File: src/common/ref_input_pkg.sv
// ==========================================================================
// Function
// - load cap code bits 12:8, reset 0bh
// - bias code bits 5:2, reset 5h
// - input buffer select bits 1:0, reset 0
// - bits 7:6 reserved read-write, reset zero
// - second word at 1bh, resets zero
// - second word field layout, bit 15 reserved
// - bypass enable bit turns channel buffer on
// - source select: 0 raw ref, 1 pfd
// - divider reset held during any reset
// - divider zero doubles, n divides by n
package ref_input_pkg;
   // ======================================================================
   // register addresses
   localparam logic [7:0]  addr_crystal_cfg   = 8'h1a; // crystal and buffer word
   localparam logic [7:0]  addr_bypass_rdiv   = 8'h1b; // bypass and divider word
   // ======================================================================
   // reset values
   localparam logic [15:0] crystal_cfg_reset  = 16'h0b14; // 0bh load, 5h bias, 0 buffer
   localparam logic [15:0] bypass_rdiv_reset  = 16'h0000; // all zero
   // ======================================================================
   // field positions, first word
   localparam int          cload_lsb          = 8;   // load cap code low bit
   localparam int          cload_msb          = 12;  // load cap code high bit
   localparam int          resv_lsb           = 6;   // reserved pair low bit
   localparam int          resv_msb           = 7;   // reserved pair high bit
   localparam int          bias_lsb           = 2;   // bias code low bit
   localparam int          bias_msb           = 5;   // bias code high bit
   localparam int          inbuf_lsb          = 0;   // buffer select low bit
   localparam int          inbuf_msb          = 1;   // buffer select high bit
   localparam int          upper_lsb          = 13;  // upper fields kept elsewhere
   localparam int          upper_msb          = 15;
   // ======================================================================
   // field positions, second word
   localparam int          byp_resv_bit       = 15;  // reserved
   localparam int          byp_chan_lsb       = 11;  // channel one enable
   localparam int          byp_chan_msb       = 14;  // channel four enable
   localparam int          ref_copy_en_bit    = 10;  // reference copy output enable
   localparam int          ref_copy_sel_bit   = 9;   // reference copy source select
   localparam int          rdiv_rst_bit       = 8;   // divider reset
   localparam int          rdiv_lsb           = 0;
   localparam int          rdiv_msb           = 7;
   // ======================================================================
   // codes
   localparam logic [3:0]  bias_disabled      = 4'h0; // oscillator bias off
   localparam logic [1:0]  inbuf_crystal      = 2'h0; // crystal oscillator mode
   localparam logic [7:0]  rdiv_doubler       = 8'h00; // doubler instead of divider
   localparam int          num_chan           = 4;    // bypass channels
endpackage

File: src/bypass_buf_gate.sv
// ==========================================================================
// one channel bypass buffer gate: routes bypass clock only when enabled
module bypass_buf_gate (
   input  wire logic mclk,        // digital clock
   input  wire logic rst,         // synchronous reset
   input  wire logic buf_en,      // enable bit from register
   input  wire logic byp_src,     // bypass request from channel mux
   output logic      buf_on,      // buffer powered
   output logic      byp_route    // bypass signal reaches mux
);
   // ======================================================================
   // registered buffer state
   always_ff @(posedge mclk) begin
      if (rst) begin
         buf_on    <= 1'b0;
         byp_route <= 1'b0;
      end else begin
         buf_on    <= buf_en;
         byp_route <= buf_en & byp_src;
      end
   end
endmodule

File: src/ref_input_config_regs.sv
// ==========================================================================
// reference input configuration register slice
module ref_input_config_regs (
   input  wire logic        mclk,                     // digital clock, 10 MHz
   input  wire logic        rst,                      // synchronous reset, high
   input  wire logic        sw_reset,                 // software reset request
   input  wire logic        pin_reset,                // reset pin level, async
   input  wire logic [7:0]  reg_addr,                 // register address
   input  wire logic        reg_wr,                   // write strobe
   input  wire logic        reg_rd,                   // read strobe
   input  wire logic [15:0] reg_wdata,                // write data
   output logic      [15:0] reg_rdata,                // read data
   output logic             reg_hit,                  // read address decodes here
   input  wire logic [3:0]  chan_byp_req,             // per channel bypass request
   input  wire logic        ref_clk_sel_in,           // raw reference level
   input  wire logic        phase_detector_clock,     // phase detector level
   output logic      [4:0]  crystal_load_cap_sel,     // load cap code
   output logic      [3:0]  crystal_bias_sel,         // bias code
   output logic      [1:0]  input_buffer_sel,         // buffer mode
   output logic             crystal_oscillator_mode,  // buffer in crystal mode
   output logic             crystal_bias_off,         // oscillator bias disabled
   output logic             bypass_buf_en_chan_one,   // channel one buffer
   output logic             bypass_buf_en_chan_two,   // channel two buffer
   output logic             bypass_buf_en_chan_three, // channel three buffer
   output logic             bypass_buf_en_chan_four,  // channel four buffer
   output logic      [3:0]  chan_byp_route,           // gated bypass routes
   output logic             ref_copy_output_en,       // reference copy enable
   output logic             ref_copy_source_sel,      // 0 raw ref, 1 pfd
   output logic             ref_copy_output,          // selected copy level
   output logic             ref_divider_reset,        // holds divider flops
   output logic      [7:0]  ref_divider_value,        // divide ratio
   output logic             ref_doubler_en            // doubler selected
);
   // ======================================================================
   // register storage
   logic [15:0] crystal_and_input_buffer_config_r;  // first input word
   logic [15:0] input_bypass_and_ref_divider_r;     // second input word
   logic [2:0]  pin_sync_r;                         // pin reset synchroniser
   logic        pin_level_r;                        // filtered pin level
   logic        any_reset;                          // any reset source active
   logic        ref_copy_nxt;                       // selected copy source
   logic        div_rst_r;                          // divider reset register

   // ======================================================================
   // pin reset synchroniser, change counts when stages two and three agree
   always_ff @(posedge mclk) begin
      if (rst) begin
         pin_sync_r <= 3'h0;
      end else begin
         pin_sync_r <= {pin_sync_r[1:0], pin_reset};
      end
   end

   // filtered pin level
   always_ff @(posedge mclk) begin
      if (rst) begin
         pin_level_r <= 1'b0;
      end else if (pin_sync_r[1] == pin_sync_r[2]) begin
         pin_level_r <= pin_sync_r[2];
      end
   end

   assign any_reset = rst | sw_reset | pin_level_r;

   // ======================================================================
   // first input word: load cap, reserved pair, bias, buffer select
   always_ff @(posedge mclk) begin
      if (rst) begin
         crystal_and_input_buffer_config_r <= ref_input_pkg::crystal_cfg_reset;
      end else if (reg_wr && reg_addr == ref_input_pkg::addr_crystal_cfg) begin
         // all bits read-write, reserved pair stored as written
         crystal_and_input_buffer_config_r <= reg_wdata;
      end
   end

   // ======================================================================
   // second input word, all zero after reset
   always_ff @(posedge mclk) begin
      if (rst) begin
         input_bypass_and_ref_divider_r <= ref_input_pkg::bypass_rdiv_reset;
      end else if (reg_wr && reg_addr == ref_input_pkg::addr_bypass_rdiv) begin
         input_bypass_and_ref_divider_r <= reg_wdata;
      end
   end

   // ======================================================================
   // divider reset: forced during any reset, else register bit
   always_ff @(posedge mclk) begin
      if (any_reset) begin
         div_rst_r <= 1'b1;
      end else begin
         div_rst_r <= input_bypass_and_ref_divider_r[ref_input_pkg::rdiv_rst_bit];
      end
   end
   assign ref_divider_reset = div_rst_r | rst;

   // ======================================================================
   // read mux, unmapped address reads zero
   always_comb begin
      reg_rdata = 16'h0000;
      reg_hit   = 1'b0;
      if (reg_rd) begin
         case (reg_addr)
            ref_input_pkg::addr_crystal_cfg: begin
               reg_rdata = crystal_and_input_buffer_config_r;
               reg_hit   = 1'b1;
            end
            ref_input_pkg::addr_bypass_rdiv: begin
               reg_rdata = input_bypass_and_ref_divider_r;
               reg_hit   = 1'b1;
            end
            default: begin
               reg_rdata = 16'h0000;
               reg_hit   = 1'b0;
            end
         endcase
      end
   end

   // ======================================================================
   // first word field decode
   assign crystal_load_cap_sel = crystal_and_input_buffer_config_r[ref_input_pkg::cload_msb:
                                                                   ref_input_pkg::cload_lsb];
   assign crystal_bias_sel     = crystal_and_input_buffer_config_r[ref_input_pkg::bias_msb:
                                                                   ref_input_pkg::bias_lsb];
   assign input_buffer_sel     = crystal_and_input_buffer_config_r[ref_input_pkg::inbuf_msb:
                                                                   ref_input_pkg::inbuf_lsb];
   assign crystal_oscillator_mode = (input_buffer_sel == ref_input_pkg::inbuf_crystal);
   assign crystal_bias_off        = (crystal_bias_sel == ref_input_pkg::bias_disabled);

   // ======================================================================
   // second word field decode
   assign bypass_buf_en_chan_one   = input_bypass_and_ref_divider_r[ref_input_pkg::byp_chan_lsb];
   assign bypass_buf_en_chan_two   = input_bypass_and_ref_divider_r[ref_input_pkg::byp_chan_lsb+1];
   assign bypass_buf_en_chan_three = input_bypass_and_ref_divider_r[ref_input_pkg::byp_chan_lsb+2];
   assign bypass_buf_en_chan_four  = input_bypass_and_ref_divider_r[ref_input_pkg::byp_chan_msb];
   assign ref_copy_output_en  = input_bypass_and_ref_divider_r[ref_input_pkg::ref_copy_en_bit];
   assign ref_copy_source_sel = input_bypass_and_ref_divider_r[ref_input_pkg::ref_copy_sel_bit];
   assign ref_divider_value   = input_bypass_and_ref_divider_r[ref_input_pkg::rdiv_msb:
                                                               ref_input_pkg::rdiv_lsb];
   assign ref_doubler_en      = (ref_divider_value == ref_input_pkg::rdiv_doubler);

   // ======================================================================
   // per channel bypass buffer gates
   genvar ch;
   generate
      for (ch = 0; ch < ref_input_pkg::num_chan; ch++) begin : g_chan
         bypass_buf_gate u_gate (
            .mclk      (mclk),
            .rst       (rst),
            .buf_en    (input_bypass_and_ref_divider_r[ref_input_pkg::byp_chan_lsb + ch]),
            .byp_src   (chan_byp_req[ch]),
            .buf_on    (),
            .byp_route (chan_byp_route[ch])
         );
      end
   endgenerate

   // ======================================================================
   // reference copy source mux, registered and gated by enable
   // the output is re-timed to mclk, so it only follows slow levels; a
   // disabled copy parks low rather than passing a stale source level
   assign ref_copy_nxt = ref_copy_source_sel ? phase_detector_clock : ref_clk_sel_in;
   always_ff @(posedge mclk) begin
      if (rst) begin
         ref_copy_output <= 1'b0;
      end else begin
         ref_copy_output <= ref_copy_output_en & ref_copy_nxt;
      end
   end
endmodule

File: config.mk
export PLATFORM = sky130hd
export DESIGN_NAME = ref_input_config_regs
export DESIGN_NICKNAME = d
export VERILOG_FILES = /design/src/common/ref_input_pkg.sv /design/src/bypass_buf_gate.sv /design/src/ref_input_config_regs.sv
export SDC_FILE = /design/constraint.sdc
export NUM_CORES = 1
export LEC_CHECK = 0
export ABC_AREA = 1
export BUFFER_PORTS_ARGS = -buffer_cell sky130_fd_sc_hd__clkbuf_2
export CORE_MARGIN = 1.5
export CORE_UTILIZATION = 47
export DETAILED_ROUTE_END_ITERATION = 6
export GPL_TIMING_DRIVEN = 0
export PLACE_DENSITY = 0.77
export SLEW_MARGIN = 10
export SYNTH_ARGS = -nofsm -noshare
export SYNTH_HDL_FRONTEND = slang
export SYNTH_SLANG_ARGS = --single-unit
File: constraint.sdc
create_clock -name mclk -period 0.99 [get_ports mclk]
set_input_delay 0.099 -clock mclk [delete_from_list [all_inputs] [get_ports mclk]]
set_output_delay 0.099 -clock mclk [all_outputs]
set_load 0.005 [all_outputs]
==> run_results.csv, run 1 <==
group,metric,value,unit
cells_and_area,final_nets,523,
sta,fmax,779.0,MHz
power,p_per_area,914.4,nW/um^2
critical_path,critical_path_arrival,1520,ps
power,total_power,3.492,mW
die,pin_count,87,
clocking,clock_latency,300,ps
critical_path,r2r-end,"input_bypass_and_ref_divider_r[3]",
logic_synthesis,yosysSeqAreaShare,0.3603,
status,failed_checks,"negative setup slack",
worst_hold_path,holdPathStages,3,
logic_synthesis,synth_top_area_cell,"dfxtp_1",
critical_path,crit_type,"input pin to flop",
clocking,ctsLongestPathBuffers,2,
sta,tightest_slew,509.6,ps
sta,rsz0062_at_grt,"yes",
cells_and_area,final_common_cell,"clkbuf_2",
die,die_w,73.46,um
grt,grt_start_max_net_pins,13,
power,ir_drop,775.2,uV
sta,finClkSkew,7.451,ps
sta,fin_crit_sh,1.297,
critical_path,cp-start-kind,"input pin",
logic_synthesis,synth_area_leaders,"dfxtp_1, nand2_1, inv_1, nor2_1, nand3_1",
route,drc,0,
critical_path,crit_chain,"buf_6, inv_2, nand2_2, nor2_4, buf_6, buf_4, buf_6, buf_4, nand3_4, buf_6, nand2_2, inv_1, nor2_1",
worst_hold_path,worstHoldStart,"chan_byp_req[1]",
clocking,cts_tree,"done",
clocking,cts_root_buf,"clkbuf_8",
logic_synthesis,ys_ff_latch,42,
critical_path,crit_path_max_incr_delay,180,ps
cells_and_area,final_area,3819,sq um
route,wl,8948,um
route,wire_per_inst,16.15,um
route,drt_iter0_markers,262,
logic_synthesis,yosysUniqueCellTypes,23,
sta,finalCriticalPeriod,1284,ps
power,p_seq_frac,0.479,
placement,placed_area,2843,sq um
route,drtPass1Iterations,5,
clocking,path_clk_slew,80,ps
grt,grt_overflow,0,
clocking,htreeDepth,2,
critical_path,rrSetupSlack,-80,ps
clocking,clock-sinks,42,
critical_path,rr_worst_depth,7,
die,rows,25,
grt,grt_pass1_vias,2621,
logic_synthesis,syn_avg_cell_area,6.629,sq um
worst_hold_path,hold_path_class,"input pin to flop",
logic_synthesis,synth_top_area_frac,0.3603,
sta,max_slew_margin,0.6603,
cells_and_area,syn_to_final_growth,63.65,%
sta,fin_setup_tns,-10230,ps
grt,grt_pass1_wl,11650,um
critical_path,crit_top_cell,"buf_6",
placement,gp_congestion,0.8742,
sta,finalMaxSlewViolations,0,
die,initial_utilization,0.4908,
power,switchingPower,0.8505,mW
placement,dp_hpwl,4630,um
critical_path,cp.required,1220,ps
critical_path,cp_slowest_cell,"buf_6",
critical_path,cp-end-kind,"flop",
sta,hold_ws,9.614,ps
sta,setup_ws,-293.7,ps
power,combPwrFrac,0.113,
route,via_per_inst,5.301,
die,die-area,5396,sq um
power,swShare,0.2436,
placement,port_buffers,85,
worst_hold_path,min_to,"g_chan[1].u_gate.byp_route",
flow_run,maxCapViolCount,0,
logic_synthesis,ys_warn_count,0,
sta,hold_violations,0,
logic_synthesis,synth_fp_nets,388,
power,clkPwrFrac,0.407,
power,cellInternalPower,2.641,mW
grt,grt_usage,0.2826,
critical_path,r2r_start,"input_bypass_and_ref_divider_r[3]",
route,ant_nets,0,
critical_path,crit_path_max_fanout,7,
cells_and_area,antenna_cells,0,
logic_synthesis,postSynthCellCount,352,
cells_and_area,drive_above_1_share,0.5421,
die,die_y,73.46,um
sta,finalSetupViolCount,55,
cells_and_area,final_cell_mix,"clkbuf_2, nand2_1, nor2_1",
power,leakagePower,1.926,nW
route,vias,2937,
logic_synthesis,netlist_area,2333,sq um
grt,antenna_found_initial,0,
clocking,cts_buffers,5,
status,status,"complete, but fails checks",
die,core,4755,sq um
## power by group through the flow
| stage | Combinational, mW | Sequential [mW] | Clock (mW) |
|---|---|---|---|
| finish | 0.396 | 1.67 | 1.42 |
| global route | 0.415 | 1.68 | 1.48 |
| CTS | 0.342 | 1.70 | 1.42 |
| detailed placement | 0.268 | 1.74 | 0 |
| global placement | 0.263 | 1.74 | 0 |
| floorplan | 0.145 | 1.74 | 0 |
## routing by layer
metal / track usage / up-vias / share of wire
met1: 0.3280 / 1343 / 0.37
li1: - / 1334 / -
met5: 0 / - / 0
met3: 0.06584 / 55 / 0.071
met2: 0.4915 / 205 / 0.50
met4: 0.1255 / 0 / 0.058
## metrics by stage
step	worst slack, ps	std cells	utilization
final	-293.7	554	0.8032
after global routing	-379.8	554	0.8032
after CTS	-161.3	540	0.7239
after detailed placement	-306.0	504	0.5979
after global placement	-291.3	504	0.5979
after floorplan	29.07	352	-
## critical path, delay by kind of cell
kind | cells | cell delay, ps
buf+inv | 8 | 870
simple gates | 5 | 550
## synth_stat cells
library cell,n
nor2_8,2
nor4_1,2
a211oi_1,1
nor2_1,56
inv_2,2
nand4_1,18
buf_6,3
nand3_4,2
nand2_4,1
nand3_1,38
nor2_4,1
nand2_2,2
buf_4,23
or2_2,1
o21ai_1,1
clkbuf_1,5
buf_2,11
dfxtp_1,42
nand2_1,65
clkinv_1,1
a21oi_1,17
inv_1,57
buf_1,1
## flip-flops by register name, indices dropped and copies added (netlist names)
| register | flops |
|---|---|
| crystal_and_input_buffer_config_r | 16 |
| input_bypass_and_ref_divider_r | 16 |
| g_chan.u_gate.byp_route | 4 |
| pin_sync_r | 3 |
| div_rst_r | 1 |
| pin_level_r | 1 |
| ref_copy_output | 1 |
## layout make-up
class | count | area [sq um]
Buffer | 39 | 366.6
Sequential cell | 42 | 899.6
Timing Repair Buffer | 132 | 943.4
Fill cell | 291 | 935.9
Multi-Input combinational cell | 207 | 1187
Inverter | 60 | 225.2
Tap cell | 67 | 83.83
Clock inverter | 1 | 30.03
Clock buffer | 6 | 82.58
## how the worst max path moves through the flow
stage	start	to	slack [ps]
global route	reg_addr[5]	crystal_and_input_buffer_config_r[13]	-380
floorplan	reg_addr[6]	reg_rdata[11]	30
detailed placement	reg_addr[5]	reg_rdata[13]	-310
CTS	input_bypass_and_ref_divider_r[0]	ref_doubler_en	-160
finish	reg_addr[5]	crystal_and_input_buffer_config_r[13]	-290
global placement	reg_addr[5]	reg_rdata[13]	-290
## timing repair
| action | CTS | global route |
|---|---|---|
| resized for setup | 98 | 85 |
| hold buffers | 5 | 0 |
| pin swaps | 21 | 22 |
| buffers inserted | 24 | 16 |
| hold endpoints to repair | 5 | 0 |
| gates cloned | 3 | 3 |
| endpoints found under the setup margin | 35 | 69 |
## logic make-up (layout without fill, tap and decap cells)
group / after synthesis / count (layout) / share of synthesized area
and+or+nand+nor: 188 / 188 / 0.3796
AOI/OAI and AO/OA: 19 / 19 / 0.04182
DFF: 42 / 42 / 0.3603
buffers and inverters: 103 / 238 / 0.2182
(Power assumes the default switching activity.)
==> inputs of run 2 (changes only) <==
SETUP_SLACK_MARGIN = 0.1   (was unset)
==> run_results.csv, run 2 (synthesis results as in run 1) <==
group,metric,value,unit
power,p_seq_frac,0.444,
clocking,cts_root_buf,"clkbuf_8",
clocking,cts_buffers,5,
flow_run,maxCapViolCount,0,
critical_path,rr_worst_depth,2,
status,status,"complete, but fails checks",
clocking,clock_latency,310,ps
critical_path,crit_top_cell,"buf_6",
cells_and_area,drive_above_1_share,0.5577,
route,drt_iter0_markers,359,
grt,grt_usage,0.2960,
critical_path,crit_type,"input pin to output port",
status,failed_checks,"negative setup slack",
die,die-area,5396,sq um
die,die_w,73.46,um
cells_and_area,multi_input_area,1232,sq um
clocking,clock-sinks,42,
grt,antenna_found_initial,0,
sta,finalMaxSlewViolations,0,
critical_path,cp_slowest_cell,"a21oi_2",
sta,max_slew_margin,0.5976,
critical_path,cp.required,890,ps
sta,fmax,765.4,MHz
route,via_per_inst,5.614,
die,die_y,73.46,um
die,initial_utilization,0.4908,
die,core,4755,sq um
critical_path,cp-start-kind,"input pin",
grt,grt_start_max_net_pins,15,
route,drtPass1Iterations,6,
critical_path,critical_path_arrival,1210,ps
grt,grt_overflow,0,
placement,dp_hpwl,4739,um
power,p_per_area,940.2,nW/um^2
sta,rsz0062_at_grt,"yes",
clocking,path_clk_slew,80,ps
cells_and_area,final_common_cell,"buf_6",
placement,port_buffers,85,
critical_path,rrSetupSlack,130,ps
critical_path,cp-end-kind,"output port",
route,drc,0,
critical_path,crit_path_max_fanout,5,
cells_and_area,fillers,244,
sta,hold_ws,44.26,ps
power,ir_drop,1076,uV
power,clkPwrFrac,0.440,
worst_hold_path,min_to,"input_bypass_and_ref_divider_r[0]",
power,switchingPower,0.8965,mW
critical_path,r2r_start,"input_bypass_and_ref_divider_r[10]",
cells_and_area,antenna_cells,0,
power,total_power,3.757,mW
placement,gp_congestion,0.8710,
cells_and_area,syn_to_final_growth,71.26,%
sta,fin_crit_sh,1.320,
sta,finalCriticalPeriod,1306,ps
cells_and_area,largest_registers,"crystal_and_input_buffer_config_r x16, input_bypass_and_ref_divider_r x16, g_chan.u_gate.byp_route x4",
route,wire_per_inst,18.02,um
worst_hold_path,worstHoldStart,"reg_wdata[0]",
power,cellInternalPower,2.861,mW
sta,setup_ws,-316.5,ps
power,combPwrFrac,0.116,
sta,hold_violations,0,
critical_path,crit_chain,"clkbuf_16, inv_12, nand2_4, nor2_4, buf_6, buf_6, nand3_1, a21oi_2, buf_2",
cells_and_area,regArea,907.1,sq um
cells_and_area,stdcell_count,544,
sta,finalSetupViolCount,53,
placement,post-place-ws,-378.7,ps
die,pin_count,87,
die,rows,25,
worst_hold_path,holdPathStages,3,
grt,grt_pass1_vias,2590,
critical_path,r2r-end,"ref_copy_output",
clocking,ctsLongestPathBuffers,2,
route,ant_nets,0,
placement,placed_cells,504,
clocking,cts_tree,"done",
worst_hold_path,hold_path_class,"input pin to flop",
route,vias,3054,
cells_and_area,final_cell_mix,"buf_6, clkbuf_2, inv_1, nor2_1, nand2_1",
sta,tightest_slew,603.6,ps
grt,grt_pass1_wl,12170,um
route,wl,9801,um
cells_and_area,final_nets,512,
power,swShare,0.2386,
clocking,htreeDepth,2,
critical_path,crit_family,"buffers and inverters",
power,leakagePower,1.936,nW
sta,finClkSkew,6.721,ps
critical_path,crit_path_max_incr_delay,170,ps
critical_path,cp_num_buf_inv,5,
[run 2: changes by cell type in the layout (fill, tap and decap cells not counted), sizes merged]
cell         previous run  this run
clkbuf                 71        57
clkinv                  1         2
dlygate4sd3             5         6
bufinv                  1         2
buf                   101       102
[run 2: per-stage QoR]
| step | utilization | TNS (ps) | cell area, sq um |
|---|---|---|---|
| 2_1_floorplan | - | 0 | 2395 |
| 3_3_place_gp | 0.6108 | -10920 | 2904 |
| 3_5_place_dp | 0.6108 | -11700 | 2904 |
| 4_1_cts | 0.7782 | -4868 | 3700 |
| 5_1_grt | 0.8405 | -9567 | 3996 |
| 6_report | 0.8405 | -8379 | 3996 |
[run 2: worst max-delay path by stage]
stage                 from             to  depth (start not counted)
2_1_floorplan  reg_addr[7]  reg_rdata[11]                          7
3_3_place_gp   reg_addr[7]   reg_rdata[3]                          8
3_5_place_dp   reg_addr[7]   reg_rdata[6]                          8
4_1_cts        reg_addr[7]        reg_hit                         10
5_1_grt        reg_addr[2]  reg_rdata[15]                          8
6_report       reg_addr[7]   reg_rdata[7]                          9
[run 2: final cells by class]
type | instances | area share
Multi-Input combinational cell | 207 | 0.3084
Timing Repair Buffer | 129 | 0.2708
Sequential cell | 42 | 0.2270
Buffer | 31 | 0.07702
Inverter | 60 | 0.06137
Tap cell | 67 | 0.02098
Clock buffer | 5 | 0.01722
Clock inverter | 3 | 0.01722
[run 2: repair_timing]
| action | 4_1_cts | 5_1_grt |
|---|---|---|
| setup endpoints to repair | 58 | 78 |
| gates resized for setup | 141 | 93 |
| setup buffers | 21 | 13 |
| cloned | 6 | 2 |
| pin swaps | 25 | 24 |
| hold endpoints to repair | 6 | 0 |
| hold buffers | 6 | 0 |
[run 2: power by group through the flow]
stage	registers (mW)	logic (mW)	clock network, mW
CTS	1.68	0.373	1.65
global placement	1.74	0.281	0
floorplan	1.74	0.156	0
finish	1.67	0.437	1.65
detailed placement	1.74	0.282	0
global route	1.67	0.458	1.73
[run 2: worst register-to-register path, stage by stage, from the launching register on]
cell and delay [ps]:
dfxtp_2 380, inv_1 80, nor4_1 300
[run 2: per-layer routing]
layer | track usage | wire length, um | vias to the layer above
met3 | 0.04527 | 904 | 74
li1 | - | - | 1318
met1 | 0.3729 | 3595 | 1407
met5 | 0 | 0 | -
met4 | 0.1214 | 569 | 0
met2 | 0.5025 | 4733 | 255
==> inputs of run 3 (changes only) <==
HOLD_SLACK_MARGIN = 0.12   (was unset)
clock period = 1.6 ns   (was 0.99 ns; I/O delays follow)
==> run_results.csv, run 3 (synthesis results as in run 1) <==
group,metric,value,unit
cells_and_area,final_cell_mix,"clkbuf_2, nand2_1, inv_1",
clocking,path_clk_slew,80,ps
grt,grt_usage,0.2438,
route,via_per_inst,4.608,
cells_and_area,fillers,442,
cells_and_area,syn_to_final_growth,34.42,%
placement,placed_cells,504,
sta,max_slew_margin,0.6656,
cells_and_area,drive_above_1_share,0.3102,
die,die_y,73.46,um
critical_path,cp.required,1440,ps
critical_path,crit_type,"input pin to output port",
clocking,cts_tree,"done",
power,ir_drop,493.9,uV
clocking,ctsLongestPathBuffers,2,
power,p_per_area,677.5,nW/um^2
sta,fin_setup_tns,0,ps
cells_and_area,final_common_cell,"clkbuf_2",
sta,finalMaxSlewViolations,0,
cells_and_area,final_nets,497,
critical_path,cp-start-kind,"input pin",
route,ant_nets,0,
grt,grt_pass1_vias,2218,
route,wl,6293,um
sta,finClkSkew,4.863,ps
sta,setup_ws,225.8,ps
grt,grt_start_max_net_pins,13,
power,total_power,2.125,mW
route,vias,2433,
sta,finalSetupViolCount,0,
sta,finalCriticalPeriod,1374,ps
critical_path,crit_path_max_incr_delay,190,ps
clocking,cts_root_buf,"clkbuf_8",
die,die-area,5396,sq um
cells_and_area,antenna_cells,0,
route,drc,0,
route,drt_iter0_markers,230,
die,rows,25,
die,core,4755,sq um
critical_path,cp_slowest_cell,"nor2_4",
grt,antenna_found_initial,0,
cells_and_area,regArea,840.8,sq um
cells_and_area,largest_registers,"crystal_and_input_buffer_config_r x16, input_bypass_and_ref_divider_r x16, g_chan.u_gate.byp_route x4",
critical_path,critical_path_arrival,1210,ps
cells_and_area,stdcell_count,528,
sta,fmax,727.7,MHz
placement,post-place-ws,182.0,ps
critical_path,crit_path_max_fanout,10,
clocking,clock-sinks,42,
grt,grt_pass1_wl,10080,um
sta,rsz0062_at_grt,"no",
placement,port_buffers,85,
clocking,clock_latency,300,ps
critical_path,cp-end-kind,"output port",
worst_hold_path,hold_path_class,"input pin to flop",
die,pin_count,87,
critical_path,crit_chain,"clkbuf_2, inv_1, nand2_1, nor2_4, buf_6, buf_6, nand3_1, a21oi_1, clkbuf_2",
sta,hold_violations,0,
sta,fin_crit_sh,0.8589,
die,initial_utilization,0.4908,
grt,grt_overflow,0,
sta,tightest_slew,501.7,ps
sta,hold_ws,125.4,ps
power,leakagePower,1.689,nW
die,die_w,73.46,um
placement,dp_hpwl,4630,um
placement,gp_congestion,0.8742,
flow_run,maxCapViolCount,0,
route,wire_per_inst,11.92,um
clocking,cts_buffers,5,
clocking,htreeDepth,2,
cells_and_area,multi_input_area,987.2,sq um
route,drtPass1Iterations,4,
status,status,"complete, no violations",
## run 3: cell types whose count changed in the layout (fill, tap and decap cells not counted), moves of 10 or more
cell      before  now
buf_6         76    3
clkbuf_2      47   85
dfxtp_1       17   42
nand2_1       41   65
nand2_2       22    2
buf_4          7   25
nand3_1       22   38
nand3_2       15    0
dfxtp_4       14    0
dfxtp_2       11    0
inv_1         46   57
nor2_1        46   56
## run 3: power by group
part / total [mW] / leakage (nW) / internal, mW / switching [mW]
combinational: 0.202 / 1.29 / 0.0877 / 0.114
sequential: 1.05 / 0.339 / 1.05 / 0.00298
clock: 0.870 / 0.0573 / 0.499 / 0.370
## run 3: path summary, 6_finish.rpt
path              slack [ps]  cells after the start                                end                          startpoint
hold / removal           130                      3  input_bypass_and_ref_divider_r[8]                        reg_wdata[8]
setup reg to reg         770                      2                    ref_copy_output  input_bypass_and_ref_divider_r[10]
setup / recovery         230                      9                      reg_rdata[14]                         reg_addr[6]
hold reg to reg          410                      2                      pin_sync_r[1]                       pin_sync_r[0]
## run 3: cell type report
type                       count  share of cell area
inverter                      60             0.07180
sequential                    42              0.2680
timing repair buffer         102              0.1883
buffer                        43             0.09454
clock inverter                 1            0.009573
clock buffer                   6             0.02633
multi-input combinational    207              0.3147
tap                           67             0.02673
## run 3: metrics by stage
step                      utilization  cell area, sq um
after global routing           0.6597              3137
after floorplan                     -              2333
after global placement         0.5979              2843
final                          0.6597              3137
after detailed placement       0.5979              2843
after CTS                      0.6532              3105
## run 3: metal layers
metal / wire length, um / vias up / GRT usage
li1: - / 1276 / -
met1: 2781 / 1049 / 0.3184
met2: 2940 / 92 / 0.4004
met3: 415 / 16 / 0.05075
met4: 157 / 0 / 0.08025
met5: 0 / - / 0
## run 3: worst max-delay path, delay by kind of cell
kind            cells  cell delay, ps
simple gates        3             340
buf+inv             5             570
compound gates      1             150
## run 3: what timing repair did
action                                  in CTS  in global routing
endpoints found under the setup margin       0                  8
resized for setup                            0                  6
hold endpoints to repair                    15                  0
hold buffers                                15                  0
buffers inserted                             0                  2
